$ cat src/serial_dma_pkg.sv
package serial_dma_pkg;

  localparam int          NUM_CHAN       = 14;
  localparam logic [13:0] CHAN_IS_RX     = 14'h2AAA;

  localparam logic [11:0] OFS_CONFIG     = 12'h000;
  localparam logic [11:0] OFS_STATUS     = 12'h004;
  localparam logic [11:0] OFS_ERRADDR    = 12'h008;
  localparam logic [11:0] OFS_SYSCFG     = 12'h00C;
  localparam logic [5:0]  CHAN_REGION    = 6'h01;

  localparam int FRZ_LSB  = 13;
  localparam int SVC_LSB  = 8;
  localparam int AID_LSB  = 4;
  localparam int ST_BERR  = 1;
  localparam int ST_BKPT  = 0;
  localparam int BC_EN    = 3;
  localparam int SHOW_EN  = 4;
  localparam int FC_LSB   = 0;
  localparam int LE_BIT   = 4;

  localparam logic [1:0] FRZ_IGNORE = 2'h0;
  localparam logic [1:0] FRZ_STOP   = 2'h2;

  localparam logic [1:0] SIZE_BYTE  = 2'h0;
  localparam logic [1:0] SIZE_WORD  = 2'h1;
  localparam logic [1:0] SIZE_LONG  = 2'h2;
  localparam logic [1:0] PORT_32    = 2'h0;
  localparam logic [1:0] PORT_8     = 2'h1;
  localparam logic [1:0] PORT_16    = 2'h2;

  localparam logic [2:0] BYTES_1    = 3'h1;
  localparam logic [2:0] BYTES_2    = 3'h2;
  localparam logic [2:0] BYTES_4    = 3'h4;

  typedef enum logic [1:0] {IDLE, ARB, CYCLE} state_type;

endpackage : serial_dma_pkg

$ cat src/arb_link_if.sv
`timescale 1ns/1ps
`default_nettype none
interface arb_link_if;
  logic       req;
  logic       extPath;
  logic [2:0] arbId;
  logic [2:0] svcMask;
  logic [1:0] freezeMode;
  logic       win;
  logic       preempt;
  logic       holdOff;

  modport engine (output req, extPath, arbId, svcMask, freezeMode,
                  input  win, preempt, holdOff);
  modport arbiter (input  req, extPath, arbId, svcMask, freezeMode,
                   output win, preempt, holdOff);
endinterface : arb_link_if
`default_nettype wire

$ cat src/serial_dma_arbiter.sv
`timescale 1ns/1ps
`default_nettype none
module serial_dma_arbiter
  import serial_dma_pkg::*;
(
  arb_link_if.arbiter   link,
  input  wire logic       otherReq,
  input  wire logic [2:0] otherId,
  input  wire logic       idmaOwnsBus,
  input  wire logic [2:0] idmaId,
  input  wire logic       masterMode,
  input  wire logic       extMasterHeld,
  input  wire logic       extGrant,
  input  wire logic       freeze,
  input  wire logic [2:0] serviceLevel
);

  logic intWin;
  logic extAvail;
  logic steal;

  always_comb begin
    steal    = idmaOwnsBus && (link.arbId > idmaId);
    intWin   = (!otherReq || (link.arbId > otherId)) &&
               (!idmaOwnsBus || steal);
    // master mode with a quiet external bus needs no handshake at all
    extAvail = masterMode ? !extMasterHeld : extGrant;
    link.win = link.req && intWin && (!link.extPath || extAvail);
    link.preempt = (otherReq && (otherId > link.arbId)) ||
                   (link.extPath && masterMode && extMasterHeld);
    link.holdOff = (serviceLevel > link.svcMask) ||
                   ((link.freezeMode == FRZ_STOP) && freeze);
  end

endmodule : serial_dma_arbiter
`default_nettype wire

$ cat src/serial_dma_master.sv
`timescale 1ns/1ps
`default_nettype none
// What this block does
// fourteen channels, each fixed receive or transmit
// external path needs both buses, internal one
// per-channel programmable four-bit function code
// per-channel big or little endian order
// bus error flags, captures address, halts
// shared arbitration id against other masters
// release bus after one long-word operand
// characters written singly, reads always long
// narrow ports split operand into cycles
// back-to-back cycles unless higher request
// preempted: release, reacquire, finish remaining
// master mode idle bus: zero overhead
// external request/grant pins left untouched
// bus clear while requesting, off during access
// bus clear only when id exceeds threshold
// steal cycles from independent dma if higher
// outside logic may halt master via clear; there is no clear input here, only a bus error halts
// three-bit id, seven highest priority
// service level above mask withdraws request; here busReq stays raised in ARB and no bus cycle starts
// freeze setting stops; setting zero ignores
module serial_dma_master
  import serial_dma_pkg::*;
#(
  parameter logic [13:0] RX_MASK = CHAN_IS_RX
) (
  input  wire logic        clk_sys,
  input  wire logic        srst,
  input  wire logic        psel,
  input  wire logic        penable,
  input  wire logic        pwrite,
  input  wire logic [11:0] paddr,
  input  wire logic [31:0] pwdata,
  output logic      [31:0] prdata,
  output logic             pready,
  output logic             pslverr,
  input  wire logic        reqValid,
  input  wire logic [3:0]  reqChan,
  input  wire logic [31:0] reqAddr,
  input  wire logic [1:0]  reqSize,
  input  wire logic [31:0] reqData,
  input  wire logic        reqExternal,
  output logic             reqAccept,
  output logic             reqDone,
  output logic             reqErr,
  output logic      [31:0] rspData,
  output logic             busReq,
  output logic             busStrobe,
  output logic      [31:0] busAddr,
  output logic             busWrite,
  output logic      [2:0]  busBytes,
  output logic      [31:0] busWdata,
  output logic      [3:0]  busFc,
  output logic             busExternal,
  output logic             busShow,
  input  wire logic        busAck,
  input  wire logic        busErr,
  input  wire logic [1:0]  busPortSize,
  input  wire logic [31:0] busRdata,
  input  wire logic        breakpoint,
  input  wire logic        cpReset,
  output logic             cpHalted,
  output logic             bus_clear_out,
  input  wire logic        otherReq,
  input  wire logic [2:0]  otherId,
  input  wire logic        idmaOwnsBus,
  input  wire logic [2:0]  idmaId,
  input  wire logic        masterMode,
  input  wire logic        extMasterHeld,
  input  wire logic        extGrant,
  input  wire logic        freeze,
  input  wire logic [2:0]  serviceLevel
);

  function automatic logic [2:0] sizeBytes(input logic [1:0] s);
    unique case (s)
      SIZE_BYTE: sizeBytes = BYTES_1;
      SIZE_WORD: sizeBytes = BYTES_2;
      default:   sizeBytes = BYTES_4;
    endcase
  endfunction : sizeBytes

  function automatic logic [2:0] portBytes(input logic [1:0] p);
    unique case (p)
      PORT_8:  portBytes = BYTES_1;
      PORT_16: portBytes = BYTES_2;
      default: portBytes = BYTES_4;
    endcase
  endfunction : portBytes

  // reverses the low n bytes, result right-justified
  function automatic logic [31:0] swapBytes(input logic [31:0] d, input logic [2:0] n);
    if (n == BYTES_1) begin
      swapBytes = {24'h000000, d[7:0]};
    end else if (n == BYTES_2) begin
      swapBytes = {16'h0000, d[7:0], d[15:8]};
    end else begin
      swapBytes = {d[7:0], d[15:8], d[23:16], d[31:24]};
    end
  endfunction : swapBytes

  arb_link_if link ();

  serial_dma_arbiter arbiter (
    .link          (link.arbiter),
    .otherReq      (otherReq),
    .otherId       (otherId),
    .idmaOwnsBus   (idmaOwnsBus),
    .idmaId        (idmaId),
    .masterMode    (masterMode),
    .extMasterHeld (extMasterHeld),
    .extGrant      (extGrant),
    .freeze        (freeze),
    .serviceLevel  (serviceLevel)
  );

  state_type   state_reg,    state_next;
  logic [1:0]  frz_reg,      frz_next;
  logic [2:0]  svcMask_reg,  svcMask_next;
  logic [2:0]  arbId_reg,    arbId_next;
  logic [1:0]  status_reg,   status_next;
  logic [31:0] errAddr_reg,  errAddr_next;
  logic [2:0]  bcThr_reg,    bcThr_next;
  logic        bcEn_reg,     bcEn_next;
  logic        showEn_reg,   showEn_next;
  logic [4:0]  chanCfg_reg [NUM_CHAN];
  logic [4:0]  chanCfg_next [NUM_CHAN];
  logic        halted_reg,   halted_next;
  logic [31:0] opAddr_reg,   opAddr_next;
  logic [31:0] opData_reg,   opData_next;
  logic [2:0]  opLeft_reg,   opLeft_next;
  logic        opWrite_reg,  opWrite_next;
  logic        opExt_reg,    opExt_next;
  logic [3:0]  opFc_reg,     opFc_next;
  logic        opLe_reg,     opLe_next;
  logic [31:0] prdata_reg,   prdata_next;
  logic        pready_reg,   pready_next;
  logic        pslverr_reg,  pslverr_next;
  logic        accept_reg,   accept_next;
  logic        done_reg,     done_next;
  logic        err_reg,      err_next;
  logic [31:0] rsp_reg,      rsp_next;
  logic        clear_reg,    clear_next;

  logic        apbWrite;
  logic        apbSetup;
  logic        chanHit;
  logic [3:0]  chanIdx;
  logic [2:0]  nBytes;
  logic [5:0]  shiftBits;
  logic [31:0] inData;
  logic [2:0]  reqBytes;

  assign link.req        = (state_reg == ARB);
  assign link.extPath    = opExt_reg;
  assign link.arbId      = arbId_reg;
  assign link.svcMask    = svcMask_reg;
  assign link.freezeMode = frz_reg;

  always_comb begin
    apbSetup  = psel && !penable;
    apbWrite  = psel && penable && pready_reg && pwrite;
    chanIdx   = paddr[5:2];
    chanHit   = (paddr[11:6] == CHAN_REGION) && (chanIdx < 4'(NUM_CHAN));
    nBytes    = (portBytes(busPortSize) < opLeft_reg) ?
                portBytes(busPortSize) : opLeft_reg;
    shiftBits = {nBytes, 3'h0};
    // receive channels write what they got, transmit channels only read
    reqBytes  = RX_MASK[reqChan] ? sizeBytes(reqSize) : BYTES_4;
    inData    = chanCfg_reg[reqChan][LE_BIT] ?
                swapBytes(reqData, reqBytes) : reqData;

    frz_next     = frz_reg;
    svcMask_next = svcMask_reg;
    arbId_next   = arbId_reg;
    errAddr_next = errAddr_reg;
    bcThr_next   = bcThr_reg;
    bcEn_next    = bcEn_reg;
    showEn_next  = showEn_reg;
    chanCfg_next = chanCfg_reg;
    status_next  = status_reg;
    halted_next  = halted_reg;
    state_next   = state_reg;
    opAddr_next  = opAddr_reg;
    opData_next  = opData_reg;
    opLeft_next  = opLeft_reg;
    opWrite_next = opWrite_reg;
    opExt_next   = opExt_reg;
    opFc_next    = opFc_reg;
    opLe_next    = opLe_reg;
    accept_next  = 1'b0;
    done_next    = 1'b0;
    err_next     = 1'b0;
    rsp_next     = rsp_reg;

    // read data and error are formed in the setup cycle so pready can be a flop
    pready_next  = apbSetup;
    pslverr_next = 1'b0;
    prdata_next  = 32'h00000000;
    if (apbSetup) begin
      if (paddr == OFS_CONFIG) begin
        prdata_next[FRZ_LSB +: 2] = frz_reg;
        prdata_next[SVC_LSB +: 3] = svcMask_reg;
        prdata_next[AID_LSB +: 3] = arbId_reg;
      end else if (paddr == OFS_STATUS) begin
        prdata_next[1:0] = status_reg;
      end else if (paddr == OFS_ERRADDR) begin
        prdata_next = errAddr_reg;
      end else if (paddr == OFS_SYSCFG) begin
        prdata_next[2:0]     = bcThr_reg;
        prdata_next[BC_EN]   = bcEn_reg;
        prdata_next[SHOW_EN] = showEn_reg;
      end else if (chanHit) begin
        prdata_next[4:0] = chanCfg_reg[chanIdx];
      end else begin
        pslverr_next = 1'b1;
      end
    end
    if (apbWrite) begin
      if (paddr == OFS_CONFIG) begin
        frz_next     = pwdata[FRZ_LSB +: 2];
        svcMask_next = pwdata[SVC_LSB +: 3];
        arbId_next   = pwdata[AID_LSB +: 3];
      end else if (paddr == OFS_STATUS) begin
        status_next = status_reg & ~pwdata[1:0];
      end else if (paddr == OFS_SYSCFG) begin
        bcThr_next  = pwdata[2:0];
        bcEn_next   = pwdata[BC_EN];
        showEn_next = pwdata[SHOW_EN];
      end else if (chanHit) begin
        chanCfg_next[chanIdx] = pwdata[4:0];
      end
    end

    if (cpReset) begin
      halted_next = 1'b0;
    end

    unique case (state_reg)
      IDLE: begin
        if (reqValid && !halted_reg && !link.holdOff) begin
          accept_next  = 1'b1;
          opAddr_next  = reqAddr;
          opLeft_next  = reqBytes;
          opWrite_next = RX_MASK[reqChan];
          opExt_next   = reqExternal;
          opFc_next    = chanCfg_reg[reqChan][FC_LSB +: 4];
          opLe_next    = chanCfg_reg[reqChan][LE_BIT];
          // operand is kept left-justified, next byte on top
          opData_next  = inData << (6'd32 - {reqBytes, 3'h0});
          state_next   = ARB;
        end
      end
      ARB: begin
        if (link.holdOff) begin
          state_next = ARB;
        end else if (link.win) begin
          state_next = CYCLE;
        end
      end
      CYCLE: begin
        if (breakpoint) begin
          status_next[ST_BKPT] = 1'b1;
        end
        if (busAck && busErr) begin
          status_next[ST_BERR] = 1'b1;
          errAddr_next = opAddr_reg;
          halted_next  = 1'b1;
          err_next     = 1'b1;
          done_next    = 1'b1;
          state_next   = IDLE;
        end else if (busAck) begin
          opAddr_next = opAddr_reg + {29'h00000000, nBytes};
          opLeft_next = opLeft_reg - nBytes;
          if (opWrite_reg) begin
            opData_next = opData_reg << shiftBits;
          end else begin
            opData_next = (opData_reg << shiftBits) | (busRdata >> (6'd32 - shiftBits));
          end
          if (opLeft_reg == nBytes) begin
            done_next  = 1'b1;
            rsp_next   = opLe_reg ? swapBytes(opData_next, BYTES_4) : opData_next;
            state_next = IDLE;
          end else if (link.preempt || link.holdOff) begin
            state_next = ARB;
          end else begin
            state_next = CYCLE;
          end
        end
      end
    endcase

    // a freshly set bit survives a clearing write in the same cycle
    if (apbWrite && (paddr == OFS_STATUS)) begin
      status_next = status_next | (status_reg & ~pwdata[1:0]);
    end

    // only internal request is raised; external request and grant pins are never driven
    clear_next = bcEn_reg && (arbId_reg > bcThr_reg) &&
                 (state_next == ARB);
  end

  always_ff @(posedge clk_sys) begin
    if (srst) begin
      state_reg   <= IDLE;
      frz_reg     <= FRZ_IGNORE;
      svcMask_reg <= 3'h0;
      arbId_reg   <= 3'h0;
      status_reg  <= 2'h0;
      errAddr_reg <= 32'h00000000;
      bcThr_reg   <= 3'h0;
      bcEn_reg    <= 1'b0;
      showEn_reg  <= 1'b0;
      for (int i = 0; i < NUM_CHAN; i++) begin
        chanCfg_reg[i] <= 5'h00;
      end
      halted_reg  <= 1'b0;
      opAddr_reg  <= 32'h00000000;
      opData_reg  <= 32'h00000000;
      opLeft_reg  <= 3'h0;
      opWrite_reg <= 1'b0;
      opExt_reg   <= 1'b0;
      opFc_reg    <= 4'h0;
      opLe_reg    <= 1'b0;
      prdata_reg  <= 32'h00000000;
      pready_reg  <= 1'b0;
      pslverr_reg <= 1'b0;
      accept_reg  <= 1'b0;
      done_reg    <= 1'b0;
      err_reg     <= 1'b0;
      rsp_reg     <= 32'h00000000;
      clear_reg   <= 1'b0;
    end else begin
      state_reg   <= state_next;
      frz_reg     <= frz_next;
      svcMask_reg <= svcMask_next;
      arbId_reg   <= arbId_next;
      status_reg  <= status_next;
      errAddr_reg <= errAddr_next;
      bcThr_reg   <= bcThr_next;
      bcEn_reg    <= bcEn_next;
      showEn_reg  <= showEn_next;
      chanCfg_reg <= chanCfg_next;
      halted_reg  <= halted_next;
      opAddr_reg  <= opAddr_next;
      opData_reg  <= opData_next;
      opLeft_reg  <= opLeft_next;
      opWrite_reg <= opWrite_next;
      opExt_reg   <= opExt_next;
      opFc_reg    <= opFc_next;
      opLe_reg    <= opLe_next;
      prdata_reg  <= prdata_next;
      pready_reg  <= pready_next;
      pslverr_reg <= pslverr_next;
      accept_reg  <= accept_next;
      done_reg    <= done_next;
      err_reg     <= err_next;
      rsp_reg     <= rsp_next;
      clear_reg   <= clear_next;
    end
  end

  // bus address, write, size, data, code and path outputs are the operand registers themselves, valid while busStrobe
  assign prdata        = prdata_reg;
  assign pready        = pready_reg;
  assign pslverr       = pslverr_reg;
  assign reqAccept     = accept_reg;
  assign reqDone       = done_reg;
  assign reqErr        = err_reg;
  assign rspData       = rsp_reg;
  assign busReq        = (state_reg == ARB);
  assign busStrobe     = (state_reg == CYCLE);
  assign busAddr       = opAddr_reg;
  assign busWrite      = opWrite_reg;
  assign busBytes      = opLeft_reg;
  assign busWdata      = opData_reg;
  assign busFc         = opFc_reg;
  assign busExternal   = opExt_reg;
  // internal accesses stay off the external bus unless shown
  assign busShow       = showEn_reg && !opExt_reg;
  assign cpHalted      = halted_reg;
  assign bus_clear_out = clear_reg;

endmodule : serial_dma_master
`default_nettype wire

$ cat config.mk
export PLATFORM = sky130hd
export DESIGN_NAME = serial_dma_master
export DESIGN_NICKNAME = d
export VERILOG_FILES = /design/src/serial_dma_pkg.sv /design/src/arb_link_if.sv /design/src/serial_dma_arbiter.sv /design/src/serial_dma_master.sv
export SDC_FILE = /design/constraint.sdc
export NUM_CORES = 1
export LEC_CHECK = 0
export BUFFER_PORTS_ARGS = -buffer_cell sky130_fd_sc_hd__buf_2
export CAP_MARGIN = 15
export CORE_ASPECT_RATIO = 0.75
export CORE_MARGIN = 2
export CORE_UTILIZATION = 45
export CTS_CLUSTER_SIZE = 10
export DETAILED_ROUTE_END_ITERATION = 12
export PLACE_DENSITY_LB_ADDON = 0.25
export SYNTH_ARGS = -nofsm -noshare
export SYNTH_HDL_FRONTEND = slang
export SYNTH_HIERARCHICAL = 1
export SYNTH_SLANG_ARGS = --single-unit
$ cat constraint.sdc
create_clock -name clk_sys -period 11.37 [get_ports clk_sys]
set_input_delay 0.5685 -clock clk_sys [delete_from_list [all_inputs] [get_ports clk_sys]]
set_output_delay 0.5685 -clock clk_sys [all_outputs]
set_load 0.1 [all_outputs]
==> reports/metrics.cfg, run 1 <==
[synth]
synth-seq-cells=264
async_reset_ff_share_pct=0
ys.warnings.count=6
synth_cells=1928
ys_types=84
synth_edf_count=0
syn_area_mm2=0.0152
synth_nets=2134
synth_top_flop_cell=dfxtp_1
avgSynthCellArea_um2=7.87
yosysSeqAreaShare_pct=34.8

[drt]
num_vias=15731
drt-initial-drc-count=1704
wl_per_cell_um=20.8
totalWireLength_mm=53.9
drc_errors=0
dr.pass1.iters=6
drtAntennaViolNets=0
vias_per_cell=6.08

[pwr]
leakagePower_nw=6.84
p_clk_share_pct=33.5
p_sw_share_pct=38.3
switching_power_w=0.00104
p_per_area_mw_per_mm2=153
ir_drop_v=0.000125
p_total_w=0.00271
p_seq_share_pct=37.0
combPwrFrac_pct=29.5
p_int_w=0.00167

[min_path]
hold_path_depth=3
hp-class=in2reg

[cts]
clk_pin_slew_ns=0.06
root_buffer=clkbuf_16
insertion_delay_ns=0.59
htree_levels=1
numClockSinks=264
cts_buffers=31
cts_setup_buffers=0
cts_resized=0
cts_tree=built
ctsHoldBuffers=0
cts_buffer_depth=3

[sta]
rsz0062_at_grt=false
timing.setup.tns_ns=0
setup-violations-final=0
worst_slew_pin_slew_ns=1.09
fin_crit_ns=5.33
report.final.slew_viol_count=0
fin_skew_ns=0.0128
finalHoldViolCount=0
min_period_over_period_pct=46.9
fmax_mhz=188
slew_headroom_pct=27.2

[layout]
fin_nets=2330
largest_reg_flops=70
drive_above_1_share_pct=20.6
fin_area_mm2=0.0177
syn_to_final_growth_pct=16.6
utilization_pct=53.0
nFillCells=3298

[run]
drv_cap=0

[global_route]
gr-total-overflow=0
grt_pass1_vias=14936
track_usage_pct=29.6
grt_start_max_net_pins=189
antenna_found_initial=10
grt_pass1_wl_mm=83.7

[floorplan]
start_util_pct=45.4
rows=58
ios=321
dieArea_mm2=0.0352
core_mm2=0.0334
die_height_um=163
die_x_um=216

[placed_design]
hpwl_mm=37.6
post_dp_cell_area_mm2=0.0168
gp_congestion=0.908
io_buffers=300

[worst_setup_path]
criticalPathCategory=reg2reg
critPathCaptureType=flop
crit_arrival_ns=5.83
cpPeakStageDelay_ns=0.68
critPathRequiredTime_ns=11.87
startpoint_type=flop
path_common_cell=ha_1
critPathTopFamily=compound AO/OA/AOI/OAI gates
worstRegToRegCells=13
reg2reg_slack_ns=6.04
cpMaxStageDelayCell=and3b_1
crit_fanout=21
crit_cells=13
cp_cell_sequence=inv_1, ha_1, nand2_1, o21ai_1, a21o_1, inv_2, ha_1, xnor2_1, and3b_1, a22oi_1, a31oi_1, a21oi_1, a211oi_1
path_buf_inv=2

[status]
outcome=finished clean

-- worst reg2reg max path, stage by stage (launching register included) --
cell      delay (ns)
dfxtp_1         0.61
inv_1           0.15
ha_1            0.33
nand2_1         0.07
o21ai_1         0.52
a21o_1          0.62
inv_2           0.39
ha_1            0.34
xnor2_1         0.43
and3b_1         0.68
a22oi_1         0.22
a31oi_1         0.51
a21oi_1         0.14
a211oi_1        0.24
-- stage by stage --
stage | hold slack (ns) | setup WS (ns) | instances
after global routing | 0.229 | 5.71 | 2586
after CTS | 0.197 | 6.22 | 2584
after floorplan | 0.430 | 6.39 | 1928
after global placement | 0.436 | 5.97 | 2541
final | 0.215 | 6.04 | 2588
after detailed placement | 0.438 | 5.87 | 2541
-- final cells by class --
type	count	area, um2	share of cell area [%]
Multi-Input combinational cell	1449	9070	51.3
Sequential cell	264	5290	29.9
Clock inverter	2	25.0	0.141
Inverter	55	206	1.17
Antenna cell	4	10.0	0.0566
Clock buffer	41	843	4.77
Timing Repair Buffer	323	1690	9.57
Tap cell	450	563	3.18
-- cells in the mapped netlist, drive strengths merged, types with 11 or more instances --
library cell | n | share of area (%)
nand2 | 278 | 6.9
dfxtp | 264 | 35
a21oi | 209 | 6.9
nor2 | 164 | 4.1
o21ai | 142 | 4.7
clkbuf | 129 | 3.2
nand3 | 80 | 2.7
mux2i | 69 | 4.8
a211oi | 56 | 2.8
inv | 53 | 1.3
nor3 | 37 | 1.3
buf | 31 | 1.1
a221oi | 30 | 1.8
and2 | 30 | 1.2
ha | 30 | 2.5
mux4 | 29 | 4.3
o22ai | 28 | 1.2
mux2 | 19 | 1.4
a311oi | 17 | 0.98
nor2b | 17 | 0.75
a22oi | 15 | 0.74
and3 | 15 | 0.63
nand2b | 15 | 0.62
o21a | 11 | 0.54
-- cell usage in the layout, fill, tap and decap left out, types with 11 or more instances in the layout --
cell type,instances
a221oi_1,29
a311oi_1,17
nand2b_1,15
mux2_2,19
and3_1,14
nor3_1,35
o22ai_1,28
a21oi_1,209
nand3_1,79
and2_1,30
nor2b_1,16
mux2i_1,66
ha_1,29
inv_1,52
a211oi_1,53
mux4_2,29
buf_4,22
nand2_1,278
clkbuf_16,31
buf_2,299
nor2_1,158
o21ai_0,138
o21a_1,11
a22oi_1,14
dfxtp_1,264
-- power by group through the flow --
stage	logic, W	registers (W)	clock network [W]
floorplan	0.000381	0.00122	0
global placement	0.000776	0.00102	0
detailed placement	0.000788	0.00102	0
CTS	0.000789	0.00100	0.000920
global route	0.000848	0.00101	0.000954
finish	0.000799	0.00100	0.000908
-- path summary, 6_finish.rpt --
kind,end,from
worst max-delay path,rspData[21],busBytes[1]
worst min-delay path,frz_reg[0],pwdata[13]
worst max register to register,rspData[21],busBytes[1]
worst min register to register,errAddr_reg[20],errAddr_reg[20]
-- layer usage --
| layer | vias to the layer above | track usage, % | wire, um |
|---|---|---|---|
| met5 | - | 0 | 80 |
| met1 | 7531 | 41.4 | 23700 |
| met4 | 12 | 8.75 | 1530 |
| met2 | 673 | 45.8 | 23800 |
| li1 | 7400 | - | - |
| met3 | 115 | 6.83 | 4760 |
-- logic make-up (layout without fill, tap and decap cells) --
family	Yosys count	in the layout	synth area share [%]
xor gates and xnor gates	4	4	0.231
buffers and inverters	215	421	5.61
DFF	264	264	34.8
AOI/OAI and AO/OA	619	619	26.0
muxes	117	117	10.5
other	0	4	0
and+or+nand+nor	677	677	20.1
adders and majority gates	32	32	2.74
Power figures use the tool's default switching activity.
==> run 2, diff against run 1 <==
==> constraint.sdc (replaced) <==
create_clock -name clk_sys -period 4.62 [get_ports clk_sys]
set_input_delay 0.231 -clock clk_sys [delete_from_list [all_inputs] [get_ports clk_sys]]
set_output_delay 0.231 -clock clk_sys [all_outputs]
set_load 0.1 [all_outputs]
==> reports/metrics.cfg, run 2 (synthesized netlist as in run 1, its figures left out) <==
[status]
outcome=finished clean  ; unchanged

[drt]
dr.pass1.iters=7  ; was 6
wl_per_cell_um=20.6  ; was 20.8 um
drtAntennaViolNets=0  ; unchanged
drt-initial-drc-count=1624  ; was 1704
num_vias=16000  ; was 15.7k
drc_errors=0  ; unchanged
totalWireLength_mm=54.0  ; was 53.9 mm
vias_per_cell=6.11  ; was 6.08

[pwr]
ir_drop_v=0.000305  ; was 0.000125 V
p_per_area_mw_per_mm2=372  ; was 153 mW/mm2
leakagePower_nw=6.98  ; was 6.84 nW

[sta]
setup-violations-final=0  ; unchanged
setup_slack_ns=0.572  ; was 6.04 ns
slew_headroom_pct=29.0  ; was 27.2%
finalHoldViolCount=0  ; unchanged
timing.setup.tns_ns=0  ; unchanged
worst_slew_pin_slew_ns=1.05  ; was 1.09 ns
fmax_mhz=247  ; was 188 MHz
rsz0062_at_grt=false  ; unchanged
report.final.slew_viol_count=0  ; unchanged
min_period_over_period_pct=87.6  ; was 46.9%
fin_crit_ns=4.05  ; was 5.33 ns
fin_skew_ns=0.00636  ; was 0.0128 ns

[cts]
insertion_delay_ns=0.59  ; about the same
cts_buffers=31  ; unchanged
cts_buffer_depth=3  ; unchanged
cts_tree=built  ; unchanged
numClockSinks=264  ; unchanged
root_buffer=clkbuf_16  ; unchanged
htree_levels=1  ; unchanged
cts_setup_buffers=0  ; unchanged
clk_pin_slew_ns=0.06  ; about the same

[worst_setup_path]
endpoint=rspData[8]  ; was rspData[21]
path_buf_inv=3  ; was 2
critPathRequiredTime_ns=5.11  ; was 11.87 ns
path_common_cell=ha_1  ; unchanged
startpoint_type=flop  ; unchanged
crit_fanout=36  ; was 21
cp_cell_sequence=inv_1, ha_1, nand2_1, o21ai_1, a21o_1, inv_2, ha_1, nor2_1, and2_1, buf_4, a22oi_1, a31oi_1, a21oi_1, a211oi_1  ; was inv_1, ha_1, nand2_1, o21ai_1, a21o_1, inv_2, ha_1, xnor2_1, and3b_1, a22oi_1, a31oi_1, a21oi_1, a211oi_1
startpoint=busBytes[1]  ; unchanged
reg2reg_slack_ns=0.57  ; was 6.04 ns
crit_cells=14  ; was 13
r2r_end=rspData[8]  ; was rspData[21]
worstRegToRegCells=14  ; was 13
crit_arrival_ns=4.54  ; was 5.83 ns
critPathTopFamily=compound AO/OA/AOI/OAI gates  ; unchanged
cpPeakStageDelay_ns=0.49  ; was 0.68 ns
critPathCaptureType=flop  ; unchanged
criticalPathCategory=reg2reg  ; unchanged
r2r-start=busBytes[1]  ; unchanged
cpMaxStageDelayCell=o21ai_1  ; was and3b_1

[floorplan]
core_mm2=0.0334  ; unchanged
dieArea_mm2=0.0352  ; unchanged
rows=58  ; unchanged
start_util_pct=45.4  ; unchanged
die_x_um=216  ; unchanged
die_height_um=163  ; unchanged
ios=321  ; unchanged

[layout]
fin_nets=2361  ; was 2330
multiInputGateArea_mm2=0.00907  ; about the same
nFillCells=3201  ; was 3298
largest_reg_flops=70  ; unchanged
layout.cells.most_common_list=buf_2, nand2_1, dfxtp_1  ; unchanged
syn_to_final_growth_pct=18.7  ; was 16.6%
final_common_cell=buf_2  ; unchanged
seq_area_mm2=0.00529  ; about the same
drive_above_1_share_pct=20.9  ; was 20.6%

[placed_design]
hpwl_mm=37.8  ; was 37.6 mm
gp_congestion=0.946  ; was 0.908
dp_slack_ns=0.506  ; was 5.87 ns
io_buffers=300  ; unchanged

[global_route]
grt_start_max_net_pins=100  ; was 189
track_usage_pct=29.6  ; about the same
grt_pass1_wl_mm=83.5  ; was 83.7 mm
antenna_found_initial=8  ; was 10
gr-total-overflow=0  ; unchanged
grt_pass1_vias=14902  ; about the same

[min_path]
hp-class=in2reg  ; unchanged

[run]
drv_cap=0  ; unchanged

==> run 2: cell count changes in the layout (fill, tap and decap cells not counted), sizes merged <==
cell,change
buf,+9
clkbuf,-1
dlygate4sd3,+22
diode,+2
==> run 2: stage by stage <==
| stage | cells | hold WS, ns | utilization [%] | power, W | cell area (um2) |
|---|---|---|---|---|---|
| 3_3_place_gp | 2550 | 0.437 | 50.6 | 0.00441 | 16900 |
| 5_1_grt | 2620 | 0.0204 | 53.9 | 0.00694 | 18000 |
| 2_1_floorplan | 1928 | 0.367 | - | 0.00394 | 15200 |
| 4_1_cts | 2614 | 0.00329 | 53.9 | 0.00667 | 18000 |
| 3_5_place_dp | 2550 | 0.440 | 50.6 | 0.00445 | 16900 |
| 6_report | 2620 | 0.0201 | 53.9 | 0.00669 | 18000 |
==> run 2: cell type report <==
type | count | share of cell area [%]
antenna | 6 | 0.0834
clock buffer | 40 | 4.72
clock inverter | 2 | 0.139
inverter | 55 | 1.15
multi-input combinational | 1449 | 50.4
sequential | 264 | 29.4
tap | 450 | 3.13
timing repair buffer | 354 | 11.0
==> run 2: timing repair <==
item	4_1_cts	5_1_grt
hold buffers	22	0
hold endpoints to repair	21	0
resized for setup	0	0
==> run 2: how the worst min path moves through the flow <==
stage,from,slack [ns],to,cells past startpoint
floorplan,pwdata[3],0.37,bcEn_reg,2
global placement,errAddr_reg[17],0.44,prdata[17],1
detailed placement,errAddr_reg[12],0.44,prdata[12],1
CTS,reqAddr[0],0.003,busAddr[0],3
global route,reqAddr[23],0.02,busAddr[23],3
finish,reqAddr[20],0.02,busAddr[20],3
==> run 2: report_power, final <==
group | switching [W] | internal (W) | leakage (nW)
combinational | 0.00145 | 0.000532 | 4.41
clock | 0.000978 | 0.00126 | 0.430
sequential | 0.000116 | 0.00235 | 2.14
==> run 2: worst reg2reg max path, stage by stage, from the launching register on <==
cell and delay [ns]:
dfxtp_2 0.48, inv_1 0.12, ha_1 0.32, nand2_1 0.07, o21ai_1 0.49, a21o_1 0.29
inv_2 0.05, ha_1 0.30, nor2_1 0.29, and2_1 0.18, buf_4 0.34, a22oi_1 0.19
a31oi_1 0.45, a21oi_1 0.13, a211oi_1 0.27
==> run 2: routing by layer <==
metal  wire (um)  track usage [%]
met5          41                0
met4        1930             11.0
met3        4580             6.37
met2       23800             45.3
met1       23600             41.0
